<file path="src/shared/dac_monitor_pkg.sv">
// Shared constants for the channel D word and mode configuration block.
// Assumes a 100 MHz system clock and an APB master with 32-bit data.
package dac_monitor_pkg;
   // Register indices; byte address is four times the index
   localparam logic [7:0] IDX_DAC_D_LOW = 8'h16;
   localparam logic [7:0] IDX_DAC_D_HIGH = 8'h17;
   localparam logic [7:0] IDX_MODE_CFG_ONE = 8'h18;
   localparam logic [7:0] IDX_MODE_CFG_TWO = 8'h19;
   localparam logic [7:0] IDX_STATUS = 8'h20;
   localparam logic [7:0] ADDR_DAC_D_LOW = IDX_DAC_D_LOW << 2;
   localparam logic [7:0] ADDR_DAC_D_HIGH = IDX_DAC_D_HIGH << 2;
   localparam logic [7:0] ADDR_MODE_CFG_ONE = IDX_MODE_CFG_ONE << 2;
   localparam logic [7:0] ADDR_MODE_CFG_TWO = IDX_MODE_CFG_TWO << 2;
   localparam logic [7:0] ADDR_STATUS = IDX_STATUS << 2;
   localparam int ADDR_W = 8;
   localparam int DATA_W = 32;
   localparam int REG_W = 8;
   // Reset values
   localparam logic [7:0] RST_DAC_D_LOW = 8'h00;
   localparam logic [7:0] RST_DAC_D_HIGH = 8'h00;
   localparam logic [7:0] RST_MODE_CFG_ONE = 8'h00;
   localparam logic [7:0] RST_MODE_CFG_TWO = 8'h00;
   // Mode configuration one fields
   localparam int CFG1_MONITOR_BIT = 0;
   localparam int CFG1_INT_DISABLE_BIT = 5;
   localparam int CFG1_INT_POLARITY_BIT = 6;
   localparam int CFG1_STANDBY_BIT = 7;
   // Mode configuration two fields
   localparam int CFG2_CHAN_LSB = 0;
   localparam int CFG2_SINGLE_BIT = 4;
   localparam int CFG2_AVG_OFF_BIT = 5;
   localparam int CFG2_TIMEOUT_BIT = 6;
   localparam int CFG2_SWRESET_BIT = 7;
   // Status fields
   localparam int STAT_CHAN_LSB = 0;
   localparam int STAT_CONV_BIT = 2;
   localparam int STAT_RELEASE_BIT = 3;
   localparam int STAT_STANDBY_BIT = 4;
   // Channel codes
   localparam logic [1:0] CHAN_SUPPLY = 2'h0;
   localparam logic [1:0] CHAN_INTERNAL = 2'h1;
   localparam logic [1:0] CHAN_EXTERNAL = 2'h2;
   // Averaging and timing
   localparam int AVG_COUNT = 16;
   localparam int DAC_BITS_DEFAULT = 12;
   localparam int CLOCK_KHZ = 100000;
   localparam int TIMEOUT_MS = 25;
   localparam int TIMEOUT_CYCLES = TIMEOUT_MS * CLOCK_KHZ;
   typedef enum logic {SEQ_IDLE, SEQ_RUN} seq_state_t;
endpackage

</file>
<file path="src/shared/conv_seq_if.sv">
// Link between the register block and the conversion sequencer.
// Assumes both ends run on the same clock.
`timescale 1ns/100ps
`default_nettype none
interface conv_seq_if;
   logic run;
   logic singleMode;
   logic avgOn;
   logic softReset;
   logic [1:0] chanSel;
   logic convDone;
   logic [1:0] chan;
   logic resultValid;
   logic convEnable;
   modport ctrl (output run, singleMode, avgOn, softReset, chanSel, convDone,
      input chan, resultValid, convEnable);
   modport seq (input run, singleMode, avgOn, softReset, chanSel, convDone,
      output chan, resultValid, convEnable);
endinterface
`default_nettype wire

</file>
<file path="src/design/conv_sequencer.sv">
// Channel sequencer: round robin or single channel, with averaging.
// Assumes convDone is a one-cycle pulse from the converter, same clock.
`timescale 1ns/100ps
`default_nettype none
module conv_sequencer #(
   parameter int AVG_DEPTH = dac_monitor_pkg::AVG_COUNT
) (
   input wire logic clock,
   input wire logic reset_n,
   conv_seq_if.seq link
);
   import dac_monitor_pkg::*;
   localparam int CW = $clog2(AVG_DEPTH);
   localparam logic [CW-1:0] LAST = CW'(AVG_DEPTH - 1);

   initial begin
      if (AVG_DEPTH < 2) $error("AVG_DEPTH must be at least 2");
   end

   typedef struct packed {
      seq_state_t state;
      logic [1:0] chan;
      logic [CW-1:0] avgCnt;
      logic resultValid;
   } seq_t;

   seq_t st_r, st_nxt;

   // Reserved code falls back to the supply channel
   function automatic logic [1:0] legalChan(input logic [1:0] c);
      return (c == 2'h3) ? CHAN_SUPPLY : c;
   endfunction

   always_comb begin
      st_nxt = st_r;
      st_nxt.resultValid = 1'b0;
      if (link.softReset || !link.run) begin
         st_nxt.state = SEQ_IDLE;
         st_nxt.chan = CHAN_SUPPLY;
         st_nxt.avgCnt = '0;
      end else begin
         unique case (st_r.state)
            SEQ_IDLE: begin
               st_nxt.state = SEQ_RUN;
               st_nxt.avgCnt = '0;
               st_nxt.chan = link.singleMode ? legalChan(link.chanSel) : CHAN_SUPPLY;
            end
            SEQ_RUN: begin
               if (link.singleMode) begin
                  st_nxt.chan = legalChan(link.chanSel);
               end
               if (link.convDone) begin
                  if (!link.avgOn || st_r.avgCnt == LAST) begin
                     st_nxt.resultValid = 1'b1;
                     st_nxt.avgCnt = '0;
                     if (!link.singleMode) begin
                        st_nxt.chan = (st_r.chan == CHAN_EXTERNAL) ? CHAN_SUPPLY :
                           st_r.chan + 2'h1;
                     end
                  end else begin
                     st_nxt.avgCnt = st_r.avgCnt + 1'b1;
                  end
               end
            end
         endcase
      end
   end

   always_ff @(posedge clock or negedge reset_n) begin
      if (!reset_n) begin
         st_r <= '{state: SEQ_IDLE, chan: 2'h0, avgCnt: '0, resultValid: 1'b0};
      end else begin
         st_r <= st_nxt;
      end
   end

   assign link.chan = st_r.chan;
   assign link.resultValid = st_r.resultValid;
   assign link.convEnable = (st_r.state == SEQ_RUN);

   avg_result_a: assert property (@(posedge clock) disable iff (!reset_n)
      link.resultValid && link.avgOn && $past(link.avgOn) && $past(link.run)
      |-> $past(st_r.avgCnt) == LAST)
      else $error("result issued before the averaging count");
   robin_step_a: assert property (@(posedge clock) disable iff (!reset_n)
      link.resultValid && !$past(link.singleMode) && $past(link.run)
      && !$past(link.softReset) && $past(st_r.chan) == CHAN_SUPPLY
      |-> link.chan == CHAN_INTERNAL)
      else $error("round robin did not advance to the internal sensor");
endmodule // conv_sequencer
`default_nettype wire

</file>
<file path="src/design/scl_timeout.sv">
// Serial clock low timeout; releases the data line after the limit.
// Assumes sclIn is an asynchronous pin level.
`timescale 1ns/100ps
`default_nettype none
module scl_timeout #(
   parameter int LIMIT_CYCLES = dac_monitor_pkg::TIMEOUT_CYCLES
) (
   input wire logic clock,
   input wire logic reset_n,
   input wire logic enable,
   input wire logic softReset,
   input wire logic sclIn,
   output logic sdaRelease
);
   import dac_monitor_pkg::*;
   localparam int CW = $clog2(LIMIT_CYCLES + 1);
   localparam logic [CW-1:0] LAST = CW'(LIMIT_CYCLES - 1);

   initial begin
      if (LIMIT_CYCLES < 2) $error("LIMIT_CYCLES must be at least 2");
   end

   typedef struct packed {
      logic [2:0] sync;
      logic sclLevel;
      logic [CW-1:0] count;
      logic release_;
   } tmo_t;

   tmo_t st_r, st_nxt;

   always_comb begin
      st_nxt = st_r;
      st_nxt.sync = {st_r.sync[1:0], sclIn};
      // Level moves only once second and third stages agree
      if (st_r.sync[1] == st_r.sync[2]) begin
         st_nxt.sclLevel = st_r.sync[2];
      end
      if (!enable || softReset || st_r.sclLevel) begin
         st_nxt.count = '0;
         st_nxt.release_ = 1'b0;
      end else if (st_r.count == LAST) begin
         st_nxt.release_ = 1'b1;
      end else begin
         st_nxt.count = st_r.count + 1'b1;
      end
   end

   always_ff @(posedge clock or negedge reset_n) begin
      if (!reset_n) begin
         st_r <= '{sync: 3'h7, sclLevel: 1'b1, count: '0, release_: 1'b0};
      end else begin
         st_r <= st_nxt;
      end
   end

   assign sdaRelease = st_r.release_;

   release_cause_a: assert property (@(posedge clock) disable iff (!reset_n)
      $rose(sdaRelease) |-> $past(st_r.count) == LAST && $past(enable))
      else $error("data line released before the timeout limit");
   timeout_off_a: assert property (@(posedge clock) disable iff (!reset_n)
      !enable |=> !sdaRelease)
      else $error("data line released with timeout disabled");
endmodule // scl_timeout
`default_nettype wire

</file>
<file path="src/design/dac_monitor_control_regs.sv">
// Channel D word and mode configuration registers behind an APB slave.
// Assumes an APB master on the same clock and converter strobes on it too.
//
// The APB register port was left to the implementer.
`timescale 1ns/100ps
`default_nettype none
module dac_monitor_control_regs #(
   parameter int DAC_BITS = dac_monitor_pkg::DAC_BITS_DEFAULT,
   parameter int TIMEOUT_LIMIT = dac_monitor_pkg::TIMEOUT_CYCLES
) (
   input wire logic clock,
   input wire logic reset_n,
   input wire logic [dac_monitor_pkg::ADDR_W-1:0] paddr,
   input wire logic psel,
   input wire logic penable,
   input wire logic pwrite,
   input wire logic [dac_monitor_pkg::DATA_W-1:0] pwdata,
   input wire logic [3:0] pstrb,
   output logic [dac_monitor_pkg::DATA_W-1:0] prdata,
   output logic pready,
   output logic pslverr,
   input wire logic convDone,
   input wire logic monitorAlert,
   input wire logic sclIn,
   output logic sdaRelease,
   output logic [DAC_BITS-1:0] analogOutChannelD,
   output logic standbyRequest,
   output logic convEnable,
   output logic [1:0] convChannel,
   output logic resultValid,
   output logic averagingOn,
   output logic intOut
);
   import dac_monitor_pkg::*;

   initial begin
      if (DAC_BITS != 8 && DAC_BITS != 10 && DAC_BITS != 12) begin
         $error("DAC_BITS must be 8, 10 or 12");
      end
   end

   // Unused low bits of the low word read back as zero
   localparam logic [7:0] LOW_MASK = 8'(16'h00FF << (16 - DAC_BITS));

   typedef struct packed {
      logic [7:0] dacLow;
      logic [7:0] dacHigh;
      logic [7:0] cfgOne;
      logic [7:0] cfgTwo;
      logic [DATA_W-1:0] rdData;
      logic intLevel;
   } regs_t;

   regs_t st_r, st_nxt;
   conv_seq_if seqLink ();

   logic setupPhase;
   logic accessPhase;
   logic writeHit;
   logic swReset;
   logic [7:0] readByte;
   logic [7:0] statusByte;

   function automatic logic mapped(input logic [ADDR_W-1:0] a);
      return a == ADDR_DAC_D_LOW || a == ADDR_DAC_D_HIGH || a == ADDR_MODE_CFG_ONE ||
         a == ADDR_MODE_CFG_TWO || a == ADDR_STATUS;
   endfunction

   function automatic logic intActiveLevel(input logic [7:0] cfg, input logic alert);
      logic active;
      active = alert && !cfg[CFG1_INT_DISABLE_BIT];
      return active ? cfg[CFG1_INT_POLARITY_BIT] : !cfg[CFG1_INT_POLARITY_BIT];
   endfunction

   assign setupPhase = psel && !penable;
   assign accessPhase = psel && penable;
   assign writeHit = accessPhase && pwrite && pstrb[0];
   // Zero wait states: every access completes in its first access cycle
   assign pready = 1'b1;
   assign pslverr = accessPhase && !mapped(paddr);
   assign swReset = writeHit && paddr == ADDR_MODE_CFG_TWO && pwdata[CFG2_SWRESET_BIT];

   always_comb begin
      statusByte = 8'h00;
      statusByte[STAT_CHAN_LSB +: 2] = seqLink.chan;
      statusByte[STAT_CONV_BIT] = seqLink.convEnable;
      statusByte[STAT_RELEASE_BIT] = sdaRelease;
      statusByte[STAT_STANDBY_BIT] = st_r.cfgOne[CFG1_STANDBY_BIT];
   end

   always_comb begin
      unique case (paddr)
         ADDR_DAC_D_LOW: readByte = st_r.dacLow;
         ADDR_DAC_D_HIGH: readByte = st_r.dacHigh;
         ADDR_MODE_CFG_ONE: readByte = st_r.cfgOne;
         ADDR_MODE_CFG_TWO: readByte = st_r.cfgTwo;
         ADDR_STATUS: readByte = statusByte;
         default: readByte = 8'h00;
      endcase
   end

   always_comb begin
      st_nxt = st_r;
      // Read data is caught in setup so prdata comes from a flop
      if (setupPhase && !pwrite) begin
         st_nxt.rdData = {24'h000000, readByte};
      end
      if (swReset) begin
         st_nxt.dacLow = RST_DAC_D_LOW;
         st_nxt.dacHigh = RST_DAC_D_HIGH;
         st_nxt.cfgOne = RST_MODE_CFG_ONE;
         st_nxt.cfgTwo = RST_MODE_CFG_TWO;
      end else if (writeHit) begin
         unique case (paddr)
            ADDR_DAC_D_LOW: st_nxt.dacLow = pwdata[7:0] & LOW_MASK;
            ADDR_DAC_D_HIGH: st_nxt.dacHigh = pwdata[7:0];
            // Reserved bits are stored as written; host keeps them zero
            ADDR_MODE_CFG_ONE: st_nxt.cfgOne = pwdata[7:0];
            ADDR_MODE_CFG_TWO: st_nxt.cfgTwo = pwdata[7:0];
            default: st_nxt.cfgTwo = st_r.cfgTwo;
         endcase
      end
      // Register the pin so it never glitches on a config write
      st_nxt.intLevel = intActiveLevel(st_nxt.cfgOne, monitorAlert);
   end

   always_ff @(posedge clock or negedge reset_n) begin
      if (!reset_n) begin
         st_r <= '{dacLow: RST_DAC_D_LOW, dacHigh: RST_DAC_D_HIGH,
            cfgOne: RST_MODE_CFG_ONE, cfgTwo: RST_MODE_CFG_TWO,
            rdData: '0, intLevel: 1'b1};
      end else begin
         st_r <= st_nxt;
      end
   end

   assign prdata = st_r.rdData;
   assign intOut = st_r.intLevel;
   // Code is held through standby so outputs return unchanged on wake
   assign analogOutChannelD = DAC_BITS'({st_r.dacHigh, st_r.dacLow} >> (16 - DAC_BITS));
   assign standbyRequest = st_r.cfgOne[CFG1_STANDBY_BIT];
   assign averagingOn = !st_r.cfgTwo[CFG2_AVG_OFF_BIT];

   // Converter runs only when monitoring and not in standby
   assign seqLink.run = st_r.cfgOne[CFG1_MONITOR_BIT] && !standbyRequest;
   assign seqLink.singleMode = st_r.cfgTwo[CFG2_SINGLE_BIT];
   assign seqLink.avgOn = averagingOn;
   assign seqLink.softReset = swReset;
   assign seqLink.chanSel = st_r.cfgTwo[CFG2_CHAN_LSB +: 2];
   assign seqLink.convDone = convDone;
   assign convEnable = seqLink.convEnable;
   assign convChannel = seqLink.chan;
   assign resultValid = seqLink.resultValid;

   conv_sequencer #(
      .AVG_DEPTH(AVG_COUNT)
   ) sequencer (
      .clock(clock),
      .reset_n(reset_n),
      .link(seqLink)
   );

   scl_timeout #(
      .LIMIT_CYCLES(TIMEOUT_LIMIT)
   ) timeout (
      .clock(clock),
      .reset_n(reset_n),
      .enable(st_r.cfgTwo[CFG2_TIMEOUT_BIT]),
      .softReset(swReset),
      .sclIn(sclIn),
      .sdaRelease(sdaRelease)
   );

   low_mask_a: assert property (@(posedge clock) disable iff (!reset_n)
      (st_r.dacLow & ~LOW_MASK) == 8'h00)
      else $error("unused low DAC bits are set");
   code_join_a: assert property (@(posedge clock) disable iff (!reset_n)
      writeHit && !swReset && paddr == ADDR_DAC_D_HIGH
      |=> analogOutChannelD[DAC_BITS-1 -: 8] == $past(pwdata[7:0]))
      else $error("high DAC bits not on the output code");
   monitor_start_a: assert property (@(posedge clock) disable iff (!reset_n)
      !st_r.cfgOne[CFG1_MONITOR_BIT] |=> !convEnable)
      else $error("conversions running while monitoring is stopped");
   int_disable_a: assert property (@(posedge clock) disable iff (!reset_n)
      $past(st_r.cfgOne[CFG1_INT_DISABLE_BIT]) && st_r.cfgOne == $past(st_r.cfgOne)
      |-> intOut == !st_r.cfgOne[CFG1_INT_POLARITY_BIT])
      else $error("interrupt asserted while disabled");
   int_polarity_a: assert property (@(posedge clock) disable iff (!reset_n)
      monitorAlert && !st_nxt.cfgOne[CFG1_INT_DISABLE_BIT]
      |=> intOut == st_r.cfgOne[CFG1_INT_POLARITY_BIT])
      else $error("interrupt level does not follow polarity");
   standby_stop_a: assert property (@(posedge clock) disable iff (!reset_n)
      standbyRequest ##1 standbyRequest |-> !convEnable)
      else $error("converter active during standby");
   single_chan_a: assert property (@(posedge clock) disable iff (!reset_n)
      convEnable && $past(convEnable) && seqLink.singleMode && $past(seqLink.singleMode)
      && $past(seqLink.chanSel) != 2'h3 |-> convChannel == $past(seqLink.chanSel))
      else $error("single channel mode converting the wrong channel");
   avg_flag_a: assert property (@(posedge clock) disable iff (!reset_n)
      writeHit && !swReset && paddr == ADDR_MODE_CFG_TWO
      |=> averagingOn == !$past(pwdata[CFG2_AVG_OFF_BIT]))
      else $error("averaging flag does not follow its bit");
   soft_reset_a: assert property (@(posedge clock) disable iff (!reset_n)
      swReset |=> st_r.cfgOne == RST_MODE_CFG_ONE && analogOutChannelD == '0
      && st_r.cfgTwo == RST_MODE_CFG_TWO)
      else $error("software reset left a register set");
   read_back_a: assert property (@(posedge clock) disable iff (!reset_n)
      setupPhase && !pwrite && paddr == ADDR_MODE_CFG_ONE
      |=> prdata == {24'h000000, $past(st_r.cfgOne)})
      else $error("read data does not match the register");
endmodule // dac_monitor_control_regs
`default_nettype wire

</file>
<file path="config.mk">
export PLATFORM = sky130hd
export DESIGN_NAME = dac_monitor_control_regs
export DESIGN_NICKNAME = d
export VERILOG_FILES = /design/src/shared/dac_monitor_pkg.sv /design/src/shared/conv_seq_if.sv /design/src/design/conv_sequencer.sv /design/src/design/scl_timeout.sv /design/src/design/dac_monitor_control_regs.sv
export SDC_FILE = /design/constraint.sdc
export NUM_CORES = 1
export LEC_CHECK = 0
export ABC_CLOCK_PERIOD_IN_PS = 2100
export BUFFER_PORTS_ARGS = -buffer_cell sky130_fd_sc_hd__buf_2
export CAP_MARGIN = 15
export CORE_AREA = 3 3 111 113
export CTS_CLUSTER_SIZE = 14
export DETAILED_ROUTE_END_ITERATION = 16
export DIE_AREA = 0 0 114 116
export PLACE_DENSITY = 0.56
export SLEW_MARGIN = 20
export SYNTH_ARGS = -nofsm -noshare
export SYNTH_HDL_FRONTEND = slang
export SYNTH_SLANG_ARGS = --single-unit
</file>
<file path="constraint.sdc">
create_clock -name clock -period 2.1 [get_ports clock]
set_input_delay 0.21 -clock clock [delete_from_list [all_inputs] [get_ports clock]]
set_output_delay 0.21 -clock clock [all_outputs]
set_load 0.05 [all_outputs]
</file>
; Yosys cells after proc, flatten, opt, wreduce, memory -nomap -nowiden
; Index checks and enable logic that the tools add are counted.
[op_classes]
n_addsub = 3
mul = 0
div = 0
magnitude_cmp = 0
n_eq_ne = 12
shifts = 0
muxes = 24
bitwise_logic = 1
n_reduce_logical = 37
[ops]
columns = operator, n
row1 = two-way mux 32 bit, 2
row2 = case mux 8 bit (5 select lines), 1
row3 = equality test 8 x 7 -> 1 bit (second input constant), 4
row4 = two-way mux 8 bit, 4
row5 = two-way mux 23 bit, 1
row6 = adder 22 x 1 -> 22 bit (second input constant), 1
row7 = equality test 22 bit (second input constant), 1
row8 = two-way mux 22 bit, 1
row9 = two-way mux 7 bit, 2
row10 = two-way mux 2 bit, 6
row11 = case mux 6 bit (2 select lines), 1
row12 = nonzero test 2 bit, 6
row13 = logical AND 1 bit, 10
row14 = zero test 1 bit, 9
row15 = equality test 8 bit (second input constant), 1
row16 = logical OR 1 bit, 8
row17 = AND reduction 2 bit, 4
row18 = two-way mux 1 bit, 5
row19 = adder 4 x 1 -> 4 bit (second input constant), 1
row20 = equality test 2 bit (second input constant), 2
row21 = equality test 4 bit (second input constant), 1
row22 = two-way mux 4 bit, 1
row23 = inequality test 3 bit (second input constant), 1
row24 = adder 2 x 1 -> 2 bit (second input constant), 1
row25 = other kinds (3), 3
[word_totals]
register_bits = 76
latch_bits = 0
ram_bits = 0
mem_bits_ro = 0
out_inout_bits = 54
memories = 0

; Logic depth before layout (Yosys ltp)
; Gate-level depths: netlist of the first run.
[depth]
depth_word = 9
mapped_depth = 7
ltp_nobuf = 6

; Modules after synthesis
; From an unflattened synthesis of the first run, not the netlist that was laid out.
[hier_totals]
cells_unflattened = 413
area_unflattened_um2 = 4113.9
[modules_own_cells]
columns = mod, n_inst, cells_per_inst, area_per_inst_um2
row1 = dac_monitor_control_regs, 1, 227, 2249.7
row2 = scl_timeout, 1, 140, 1413.9
row3 = conv_sequencer, 1, 46, 450.4

; Least setup slack after synthesis of the first run
; No wires, ideal clock.
[synth_timing]
path_kind = register -> register
startpoint = register timeout.st_r[1] in the netlist's numbering
endpoint = register timeout.st_r[4] in the netlist's numbering
setup_time_ns = 0.068
arrival_ns = 1.706
required_time_ns = 2.032
path_slack_ns = 0.327
path_stages_with_launch = 7
n_path_buf = 0
synth_period_minus_slack_ns = 1.773
cell_sequence = dfrtp_1 > ha_1 > nand4_1 > or4_4 > o2111ai_1 > xnor2_1 > nor2b_4
[synth_via]
elab_chain_len = 3
word_cells_on_any_way = 5
[synth_rtl]
columns = element, line_no
row1 = start: declaration, scl_timeout.sv:30  ; tmo_t st_r, st_nxt;
row2 = start signal: assignment, scl_timeout.sv:51  ; st_r <= '{sync: 3'h7, sclLevel: 1'b1, count: '0, release_: 1'b0};
row3 = start signal: assignment, scl_timeout.sv:53  ; st_r <= st_nxt;
row4 = adder 22 x 1 -> 22 bit, scl_timeout.sv:45  ; st_nxt.count = st_r.count + 1'b1;
row5 = two-way mux 22 bit, scl_timeout.sv:42  ; end else if (st_r.count == LAST) begin
row6 = two-way mux 23 bit, scl_timeout.sv:39  ; if (!enable || softReset || st_r.sclLevel) begin
; Parallel ways exist; a longest one is shown, timed or not. The select of a mux whose other input is x is not followed.
; A chain may end at the register's enable or synchronous reset.

; Worst setup path in the final report of the first run
; Ends and elaborated chain as after synthesis.

==> results of run 1 <==
## layer usage
metal  vias to the layer above  routed length [um]  track usage (%)
li1                       1480                   -                -
met2                        90                4080             21.7
met3                         6                 563             3.34
met1                      1415                4210             19.5
met5                         -                   0                0
met4                         0                  87             4.75
## per-stage QoR
| stage | total power, mW | worst slack (ns) | utilization [%] |
|---|---|---|---|
| final | 3.49 | 0.216 | 39.4 |
| after global routing | 3.62 | 0.0916 | 39.4 |
| after CTS | 3.54 | 0.204 | 39.4 |
| after detailed placement | 1.86 | 0.223 | 36.4 |
| after global placement | 1.86 | 0.237 | 36.4 |
| after floorplan | 1.81 | 0.327 | - |
## synthesized netlist by cell type (all sizes together), types with 3 or more instances
master  count  area (um^2)
inv         4         15.0
nand2      47          176
a221oi      4         35.0
a21oi      29          145
and4        3         26.3
clkbuf      7         27.5
buf        53          382
o221ai      3         26.3
nand4      12         75.1
o21ai      15         75.1
nor2       44          173
nor3        8         62.6
xnor2       4         35.0
mux2i      11          110
nor3b       3         33.8
xor2       15          131
dfstp       5          131
dfrtp      67         1680
nand3      26          148
o21a        6         45.0
nand2b      9         56.3
and3        8         50.1
## power breakdown
group          internal (mW)  switching, mW
sequential              1.43         0.0180
combinational         0.0822          0.309
clock                   1.05          0.606
total                   2.55          0.932
## registers in the layout, summed over array words and instances (netlist names)
signal / cells
sequencer.link.resultValid: 1
sequencer.link.chan: 2
st_r: 12
analogOutChannelD: 12
sequencer.link.convEnable: 1
sequencer.st_r: 4
prdata: 8
seqLink.singleMode: 1
timeout.sdaRelease: 1
intOut: 1
timeout.st_nxt: 2
standbyRequest: 1
timeout.st_r: 24
seqLink.chanSel: 2
## cell type report
| cell class | instances | area, um^2 |
|---|---|---|
| Timing Repair Buffer | 65 | 373 |
| Tap cell | 143 | 179 |
| Fill cell | 1159 | 6920 |
| Inverter | 4 | 15.0 |
| Multi-Input combinational cell | 306 | 1800 |
| Sequential cell | 72 | 1810 |
| Clock inverter | 6 | 92.6 |
| Clock buffer | 10 | 229 |
## what timing repair did
| item | 4_1_cts | 5_1_grt |
|---|---|---|
| buffers inserted | 0 | 0 |
| endpoints found under the hold margin | 68 | 0 |
| hold buffers | 2 | 0 |
| endpoints found under the setup margin | 0 | 0 |
## final timing paths
kind / startpoint / to / slack (ns)
setup / recovery: timeout.st_r[1]$_DFFE_PN0P_ / timeout.st_r[4]$_DFFE_PN0P_ / 0.22
hold reg to reg: timeout.st_nxt[25]$_DFF_PN1_ / timeout.st_nxt[26]$_DFF_PN1_ / 0.36
setup reg to reg: timeout.st_r[1]$_DFFE_PN0P_ / timeout.st_r[4]$_DFFE_PN0P_ / 0.22
min in group asynchronous: reset_n / timeout.st_r[11]$_DFFE_PN0P_ / 0.42
hold / removal: monitorAlert / intOut$_DFF_PN1_ / 0.04
max in group asynchronous: reset_n / intOut$_DFF_PN1_ / 1.29
## worst register-to-register path, cell delays in order, from the launching register on
cell and delay (ns):
dfrtp_1 0.40, ha_1 0.23, nand4_1 0.13, or4_4 0.54, o2111ai_1 0.24, xnor2_1 0.14
nor2b_4 0.15
## cells by family after synthesis
kind of cell / after synthesis / synth area share, %
buf+inv: 64 / 10.7
other cells: 2 / 0.190
mux: 11 / 2.79
fa+ha+maj: 3 / 0.887
simple gates: 179 / 24.6
flops: 72 / 45.8
xor+xnor: 19 / 4.22
compound gates: 69 / 10.8
==> flow_summary_export.csv, run 1 <==
group,metric,value,unit
timing,fin_crit_sh,89.7,%
floorplanning,die_area,13200,um^2
synth,synth_edf_count,0,
synth,syn-cell-area,3950,um^2
clock_tree,clkLatencyLatePin,0.33,ns
timing,setup_violations,0,
worst_setup_path,path_buf_inv,0,
detailed_routing,first_pass_iters,5,
timing,final_max_slew_viol_count,0,
floorplanning,die_w,114,um
cells_and_area,most-common-layout-cells,"67 x dfrtp_1, 53 x buf_2, 47 x nand2_1",
worst_setup_path,critical_path.top_delay_family,"simple AND/OR/NAND/NOR gates",
clock_tree,cts-root-buf,"clkbuf_16",
global_routing,antenna_found_initial,0,
timing,fmax,531,MHz
synth,synth.ff_latch_count,72,
detailed_routing,drc,0,
place,detailed_place_hpwl,6.48,mm
clock_tree,cts_buffers,9,
worst_setup_path,critical_path_arrival,2.15,ns
hold_path,hold_depth,2,
detailed_routing,viasPerCell,4.94,
floorplanning,die_y,116,um
floorplanning,coreArea,11400,um^2
floorplanning,rows,39,
power_and_ir_drop,irDropWorstVdd,395,uV
worst_setup_path,crit_chain,"ha_1, nand4_1, or4_4, o2111ai_1, xnor2_1, nor2b_4",
cells_and_area,syn_to_final_growth,13.9,%
detailed_routing,ant_nets,0,
detailed_routing,avgRoutedWirePerCell,14.8,um
worst_setup_path,required,2.36,ns
detailed_routing,wirelength,8.94,mm
power_and_ir_drop,power.leakage,1.99,nW
timing,holdWs,0.0434,ns
global_routing,track_usage,14.1,%
detailed_routing,drtIter0Drc,122,
worst_setup_path,cpPeakStageDelay,0.54,ns
synth,synth_async_sr_flop_share,100,%
synth,syn-instance-count,419,
timing,period_needed,1.88,ns
cells_and_area,mostFrequentLayoutCell,"dfrtp_1",
power_and_ir_drop,power_density,775,nW/um^2
global_routing,grt_pass1_wl,14.8,mm
timing,finalHoldViolations,0,
cells_and_area,instances_no_fill,606,
clock_tree,cts.sinks,72,
floorplanning,ios,106,
place,gp_congestion,0.795,
worst_setup_path,path_max_fanout,4,
place,numPlacedInstances,588,
worst_setup_path,reg2regPathDepth,6,
place,place_area,4160,um^2
global_routing,grt_max_degree,73,
global_routing,grt_pass1_vias,2866,
worst_setup_path,endpoint_kind,"flip-flop",
worst_setup_path,crit_type,"flip-flop to flip-flop",
cells_and_area,final_nets,512,
timing,tns,0,ns
synth,ys_seq_area_share,45.8,%
clock_tree,cts_tree,"built",
worst_setup_path,path_depth,6,
timing,grt_setup_unrepaired,"false",
synth,yosys_warnings,0,
global_routing,overflow,0,
worst_setup_path,start_kind,"flip-flop",
clock_tree,cts-resized-gates,0,
cells_and_area,layout-drive-gt1-share,21.0,%
cells_and_area,design_area,4500,um^2
worst_setup_path,critPathSlowestCell,"or4_4",
synth,synth_ff_type,"dfrtp_1",
flow_run,maxCapViolations,0,
synth,synth.avg_cell_area,9.42,um^2
floorplanning,initial_core_util,34.6,%
hold_path,hold_path_class,"input pin to flip-flop",
outcome,status,"complete, no violations",
timing,finalClockSkew,0.0124,ns
clock_tree,clk_pin_slew,0.06,ns
clock_tree,htreeDepth,3,
cells_and_area,insertedDiodeCount,0,
place,place.port_buffers,53,
clock_tree,clockBufferDepth,2,
synth,synth_cell_types,57,
detailed_routing,vias,2991,
Note: power is estimated with default switching activity, not from simulation.
==> inputs of run 2 (changes only) <==
--- a/config.mk
+++ b/config.mk
@@ -8,11 +8,13 @@
 export ABC_CLOCK_PERIOD_IN_PS = 2100
 export BUFFER_PORTS_ARGS = -buffer_cell sky130_fd_sc_hd__buf_2
 export CAP_MARGIN = 15
+export CELL_PAD_IN_SITES_DETAIL_PLACEMENT = 1
+export CELL_PAD_IN_SITES_GLOBAL_PLACEMENT = 1
 export CORE_AREA = 3 3 111 113
 export CTS_CLUSTER_SIZE = 14
 export DETAILED_ROUTE_END_ITERATION = 16
 export DIE_AREA = 0 0 114 116
-export PLACE_DENSITY = 0.56
+export PLACE_DENSITY = 0.71
 export SLEW_MARGIN = 20
 export SYNTH_ARGS = -nofsm -noshare
 export SYNTH_HDL_FRONTEND = slang
==> flow_summary_export.csv, run 2 (same netlist as run 1, synthesis figures left out) <==
group,metric,value,unit
worst_setup_path,start_kind,"flip-flop",
place,dp_slack,0.124,ns
timing,fin_crit_sh,94.3,%
detailed_routing,drtIter0Drc,158,
detailed_routing,vias,3152,
cells_and_area,fill_cells,1348,
cells_and_area,multi_input_area,1810,um^2
clock_tree,clk_pin_slew,0.06,ns
power_and_ir_drop,power_density,725,nW/um^2
cells_and_area,seqCellArea,1810,um^2
hold_path,hold_depth,2,
clock_tree,cts.sinks,72,
timing,layout_setup_ws,0.121,ns
clock_tree,cts_buffers,9,
cells_and_area,instances_no_fill,609,
timing,final_max_slew_viol_count,0,
clock_tree,htreeDepth,3,
flow_run,maxCapViolations,0,
floorplanning,die_area,13200,um^2
global_routing,grt_pass1_vias,3231,
timing,finalHoldViolations,0,
detailed_routing,wirelength,10.1,mm
timing,grt_setup_unrepaired,"false",
power_and_ir_drop,irDropWorstVdd,375,uV
detailed_routing,drc,0,
worst_setup_path,rr_endpoint,"timeout.st_r[4]$_DFFE_PN0P_",
hold_path,hold_path_class,"input pin to flip-flop",
floorplanning,rows,39,
detailed_routing,ant_nets,0,
detailed_routing,avgRoutedWirePerCell,16.6,um
timing,finalClockSkew,0.0102,ns
cells_and_area,final_nets,515,
place,gp_congestion,0.794,
timing,worstMarginPinSlew,0.632,ns
clock_tree,clkLatencyLatePin,0.33,ns
outcome,status,"complete, no violations",
place,place.port_buffers,53,
detailed_routing,viasPerCell,5.18,
worst_setup_path,reg2reg_slack,0.12,ns
timing,tns,0,ns
clock_tree,clockBufferDepth,2,
worst_setup_path,endpoint_kind,"flip-flop",
cells_and_area,final_util,39.2,%
power_and_ir_drop,power.leakage,1.99,nW
cells_and_area,top_register,"timeout.st_r",
global_routing,track_usage,15.9,%
worst_setup_path,critical_path_arrival,2.25,ns
timing,fmax,505,MHz
worst_setup_path,path_max_fanout,4,
timing,setup_violations,0,
place,numPlacedInstances,591,
detailed_routing,first_pass_iters,4,
cells_and_area,mostFrequentLayoutCell,"dfrtp_1",
floorplanning,ios,106,
cells_and_area,largest_register_ffs,24,
clock_tree,cts-root-buf,"clkbuf_16",
worst_setup_path,required,2.37,ns
floorplanning,initial_core_util,34.6,%
worst_setup_path,reg2regPathDepth,6,
cells_and_area,design_area,4470,um^2
hold_path,holdCritStartpoint,"monitorAlert",
floorplanning,die_y,116,um
global_routing,antenna_found_initial,1,
floorplanning,die_w,114,um
place,place_area,4180,um^2
cells_and_area,syn_to_final_growth,13.3,%
worst_setup_path,crit_type,"flip-flop to flip-flop",
hold_path,min_to,"intOut$_DFF_PN1_",
clock_tree,cts_setup_buffers,0,
cells_and_area,insertedDiodeCount,0,
global_routing,overflow,0,
global_routing,grt_pass1_wl,16.6,mm
place,detailed_place_hpwl,7.59,mm
worst_setup_path,r2r_start,"timeout.st_r[1]$_DFFE_PN0P_",
global_routing,grt_max_degree,26,
timing,relSlewSlack,57.9,%
cells_and_area,most-common-layout-cells,"67 x dfrtp_1, 53 x buf_2, 47 x nand2_1",
floorplanning,coreArea,11400,um^2
cells_and_area,layout-drive-gt1-share,21.2,%
clock_tree,cts_tree,"built",
timing,period_needed,1.98,ns
-- run 2: changes by cell type in the layout (fill, tap and decap cells not counted), sizes merged --
cell | previous run | this run
clkinv | 1 | 2
buf | 63 | 66
clkbuf | 10 | 13
clkinvlp | 2 | 1
bufinv | 2 | 0
inv | 5 | 4
-- run 2: worst max-delay path: stages (launching register included) --
cell and delay (ns):
dfrtp_1 0.43, ha_1 0.24, nand4_1 0.14, or4_4 0.54, o2111ai_1 0.26, xnor2_1 0.16, nor2b_4 0.15
-- run 2: repair_timing --
item	CTS	global route
endpoints found under the hold margin	23	0
gates resized for setup	0	0
hold buffers	2	0
-- run 2: power breakdown --
group	internal (mW)	leakage (nW)	total [mW]	switching [mW]
clock	0.829	0.130	1.40	0.569
sequential	1.43	0.972	1.44	0.0185
combinational	0.0850	0.885	0.400	0.315
-- run 2: layer usage --
metal	vias to the layer above	routed length, um	global-route usage [%]
met5	-	7	0
met4	2	186	6.41
met3	19	347	2.66
met2	65	5080	26.9
met1	1585	4510	20.4
li1	1481	-	-
-- run 2: how the worst max path moves through the flow --
stage	startpoint	to	slack (ns)	cells after the start
after floorplan	timeout.st_r[1]$_DFFE_PN0P_	timeout.st_r[4]$_DFFE_PN0P_	0.33	6
after global placement	timeout.st_r[1]$_DFFE_PN0P_	timeout.st_r[4]$_DFFE_PN0P_	0.20	6
after detailed placement	timeout.st_r[1]$_DFFE_PN0P_	timeout.st_r[4]$_DFFE_PN0P_	0.12	6
after CTS	timeout.st_r[1]$_DFFE_PN0P_	timeout.st_r[4]$_DFFE_PN0P_	0.11	6
after global routing	timeout.st_r[1]$_DFFE_PN0P_	timeout.st_r[4]$_DFFE_PN0P_	0.07	6
final	timeout.st_r[1]$_DFFE_PN0P_	timeout.st_r[4]$_DFFE_PN0P_	0.12	6
-- run 2: layout make-up --
class	count	area share [%]
flip-flops and latches	72	40.4
multi-input cells	306	40.4
repair buffers	68	8.84
clock buffers	13	5.60
well taps	143	4.00
clock inverters	3	0.392
inverters	4	0.336
-- run 2: through the flow --
stage / power, mW / hold slack [ns]
floorplan: 1.81 / -0.0856
finish: 3.24 / 0.0479
CTS: 3.28 / 0.0397
global route: 3.38 / 0.0414
global placement: 1.86 / 0.260
detailed placement: 1.87 / 0.262
==> inputs of run 3 (changes only) <==
--- a/config.mk
+++ b/config.mk
@@ -10,12 +10,13 @@
 export CAP_MARGIN = 15
 export CELL_PAD_IN_SITES_DETAIL_PLACEMENT = 1
 export CELL_PAD_IN_SITES_GLOBAL_PLACEMENT = 1
-export CORE_AREA = 3 3 111 113
+export CORE_AREA = 3 3 113 115
 export CTS_CLUSTER_SIZE = 14
 export DETAILED_ROUTE_END_ITERATION = 16
-export DIE_AREA = 0 0 114 116
-export PLACE_DENSITY = 0.71
+export DIE_AREA = 0 0 116 118
+export PLACE_DENSITY = 0.7
 export SLEW_MARGIN = 20
 export SYNTH_ARGS = -nofsm -noshare
 export SYNTH_HDL_FRONTEND = slang
+export SYNTH_HIERARCHICAL = 1
 export SYNTH_SLANG_ARGS = --single-unit
==> constraint.sdc (replaced) <==
create_clock -name clock -period 2.1 [get_ports clock]
set_input_delay 0.42 -clock clock [delete_from_list [all_inputs] [get_ports clock]]
set_output_delay 0.42 -clock clock [all_outputs]
set_load 0.05 [all_outputs]
==> flow_summary_export.csv, run 3 <==
group,metric,value,unit
worst_setup_path,reg2regPathDepth,5,
detailed_routing,avgRoutedWirePerCell,17.4,um
place,detailed_place_hpwl,7.91,mm
global_routing,grt_max_degree,59,
detailed_routing,wirelength,10.7,mm
cells_and_area,syn_to_final_growth,16.8,%
clock_tree,clk_pin_slew,0.05,ns
detailed_routing,wl_met3,510,um
synth,synth_most_common_cell,"dfrtp_1",
detailed_routing,dr_wl_met2,5.56,mm
flow_run,maxCapViolations,0,
synth,syn-cell-area,4110,um^2
power_and_ir_drop,irDropWorstVdd,451,uV
cells_and_area,seqCellArea,1810,um^2
timing,finalClockSkew,0.00600,ns
power_and_ir_drop,power.leakage,2.25,nW
detailed_routing,drc,0,
cells_and_area,final_nets,521,
detailed_routing,top_layer_used,"met4",
cells_and_area,multi_input_area,1950,um^2
cells_and_area,fill_cells,1353,
worst_setup_path,r2r_start,"timeout/st_r[1]$_DFFE_PN0P_",
cells_and_area,layout-drive-gt1-share,26.3,%
clock_tree,cts.sinks,72,
synth,synth_ff_type,"dfrtp_1",
synth,yosysTopAreaCellShare,40.8,%
clock_tree,cts_tree,"built",
timing,fmax,495,MHz
hold_path,min_to,"timeout/st_nxt[25]$_DFF_PN1_",
synth,synth.ff_latch_count,72,
floorplanning,die_area,13700,um^2
worst_setup_path,required,1.68,ns
clock_tree,cts-root-buf,"clkbuf_16",
detailed_routing,first_pass_iters,4,
cells_and_area,most-common-layout-cells,"67 x dfrtp_1, 52 x buf_2, 28 x nor2_1",
detailed_routing,ant_nets,0,
worst_setup_path,start_kind,"input pin",
worst_setup_path,reg2reg_slack,0.29,ns
detailed_routing,met1_length,4.58,mm
cells_and_area,final_util,40.3,%
global_routing,antenna_found_initial,0,
synth,synth_common_cells,"67 x dfrtp_1, 47 x buf_4, 29 x nor2_1, 23 x nand2_1, 18 x mux2i_1",
place,place_area,4500,um^2
outcome,status,"complete, no violations",
hold_path,holdCritStartpoint,"sclIn",
timing,final_max_slew_viol_count,0,
timing,period_needed,2.02,ns
timing,holdWs,0.181,ns
detailed_routing,viasPerCell,5.29,
synth,synth_edf_count,0,
timing,setup_violations,0,
synth,syn-instance-count,413,
floorplanning,die_y,118,um
cells_and_area,design_area,4800,um^2
worst_setup_path,crit_type,"input pin to primary output",
floorplanning,rows,40,
cells_and_area,insertedDiodeCount,0,
floorplanning,initial_core_util,34.5,%
cells_and_area,mostFrequentLayoutCell,"dfrtp_1",
floorplanning,coreArea,11900,um^2
floorplanning,die_w,116,um
clock_tree,clkLatencyLatePin,0.34,ns
worst_setup_path,critical_path_arrival,1.60,ns
worst_setup_path,path_max_fanout,3,
worst_setup_path,rr_endpoint,"timeout/st_r[2]$_DFFE_PN0P_",
timing,relSlewSlack,57.9,%
global_routing,grt_pass1_vias,3446,
cells_and_area,top_register,"timeout/st_r",
timing,grt_setup_unrepaired,"false",
clock_tree,clockBufferDepth,2,
detailed_routing,drtIter0Drc,185,
hold_path,hold_depth,1,
synth,synth_async_sr_flop_share,100,%
synth,synth_cell_types,66,
global_routing,overflow,0,
synth,yosys_warnings,6,
hold_path,hold_path_class,"input pin to flip-flop",
synth,synth_largest_area_cell,"dfrtp_1",
place,place.port_buffers,53,
power_and_ir_drop,power_density,676,nW/um^2
timing,fin_crit_sh,96.1,%
timing,finalHoldViolations,0,
cells_and_area,largest_register_ffs,24,
place,gp_congestion,0.825,
clock_tree,cts_buffers,9,
synth,synth_area_leaders,"dfrtp_1 41%, buf_4 8.6%, mux2i_1 4.4%",
global_routing,track_usage,16.3,%
worst_setup_path,endpoint_kind,"primary output",
clock_tree,htreeDepth,3,
synth,ys_seq_area_share,43.9,%
detailed_routing,vias,3274,
timing,worstMarginPinSlew,0.626,ns
floorplanning,ios,106,
synth,synth.avg_cell_area,9.96,um^2
global_routing,grt_pass1_wl,17.6,mm
## run 3: layout make-up
type	count	area share (%)
Multi-Input combinational cell	291	40.5
Sequential cell	72	37.6
Timing Repair Buffer	82	11.2
Clock buffer	12	5.34
Tap cell	147	3.83
Inverter	11	0.859
Clock inverter	4	0.599
## run 3: timing repair
action | in CTS | in global routing
endpoints found under the setup margin | 0 | 1
hold buffers | 1 | 0
endpoints found under the hold margin | 9 | 0
resized for setup | 0 | 3
setup buffers | 0 | 0
## run 3: how the worst max path moves through the flow
stage	startpoint	to	slack, ns	cells after the start
6_report	paddr[0]	pslverr	0.08	8
5_1_grt	paddr[5]	pslverr	0.02	8
4_1_cts	paddr[0]	pslverr	0.02	8
3_5_place_dp	paddr[1]	timeout/st_r[10]$_DFFE_PN0P_	-0.10	8
3_3_place_gp	paddr[1]	timeout/st_r[10]$_DFFE_PN0P_	-0.07	8
2_1_floorplan	paddr[7]	timeout/st_r[10]$_DFFE_PN0P_	-0.12	9
## run 3: cells by family (layout without fill, tap and decap cells)
logic type,Yosys count,in the layout,synth area share [%]
buffers and inverters,73,109,11.2
adders and majority gates,3,3,0.851
muxes,19,19,4.65
other,2,25,0.183
AOI/OAI and AO/OA,84,84,14.4
DFF,72,72,43.9
xor gates and xnor gates,6,6,1.28
and+or+nand+nor,154,154,23.4
## run 3: metal layers
metal	global-route usage (%)	up-vias
li1	-	1535
met1	19.1	1653
met2	28.6	77
met3	5.24	9
met4	3.48	0
met5	0	-
## run 3: critical path, stage by stage
cell      delay, ns
buf_2          0.10
buf_4          0.14
or3_1          0.35
nor2_2         0.13
nand2_2        0.09
nand2_1        0.10
a21oi_2        0.06
clkbuf_4       0.20
## run 3: where the power goes
part           internal (mW)  switching, mW
Combinational         0.0934          0.253
Clock                  0.864          0.600
Sequential              1.41         0.0249
## run 3: per-stage QoR
stage	TNS (ns)	instances	total power [mW]	worst slack, ns
floorplan	-1.02	436	1.71	-0.119
global placement	-0.127	602	1.80	-0.0702
detailed placement	-0.548	602	1.81	-0.104
CTS	0	619	3.30	0.0160
global route	0	619	3.41	0.0241
finish	0	619	3.25	0.0810
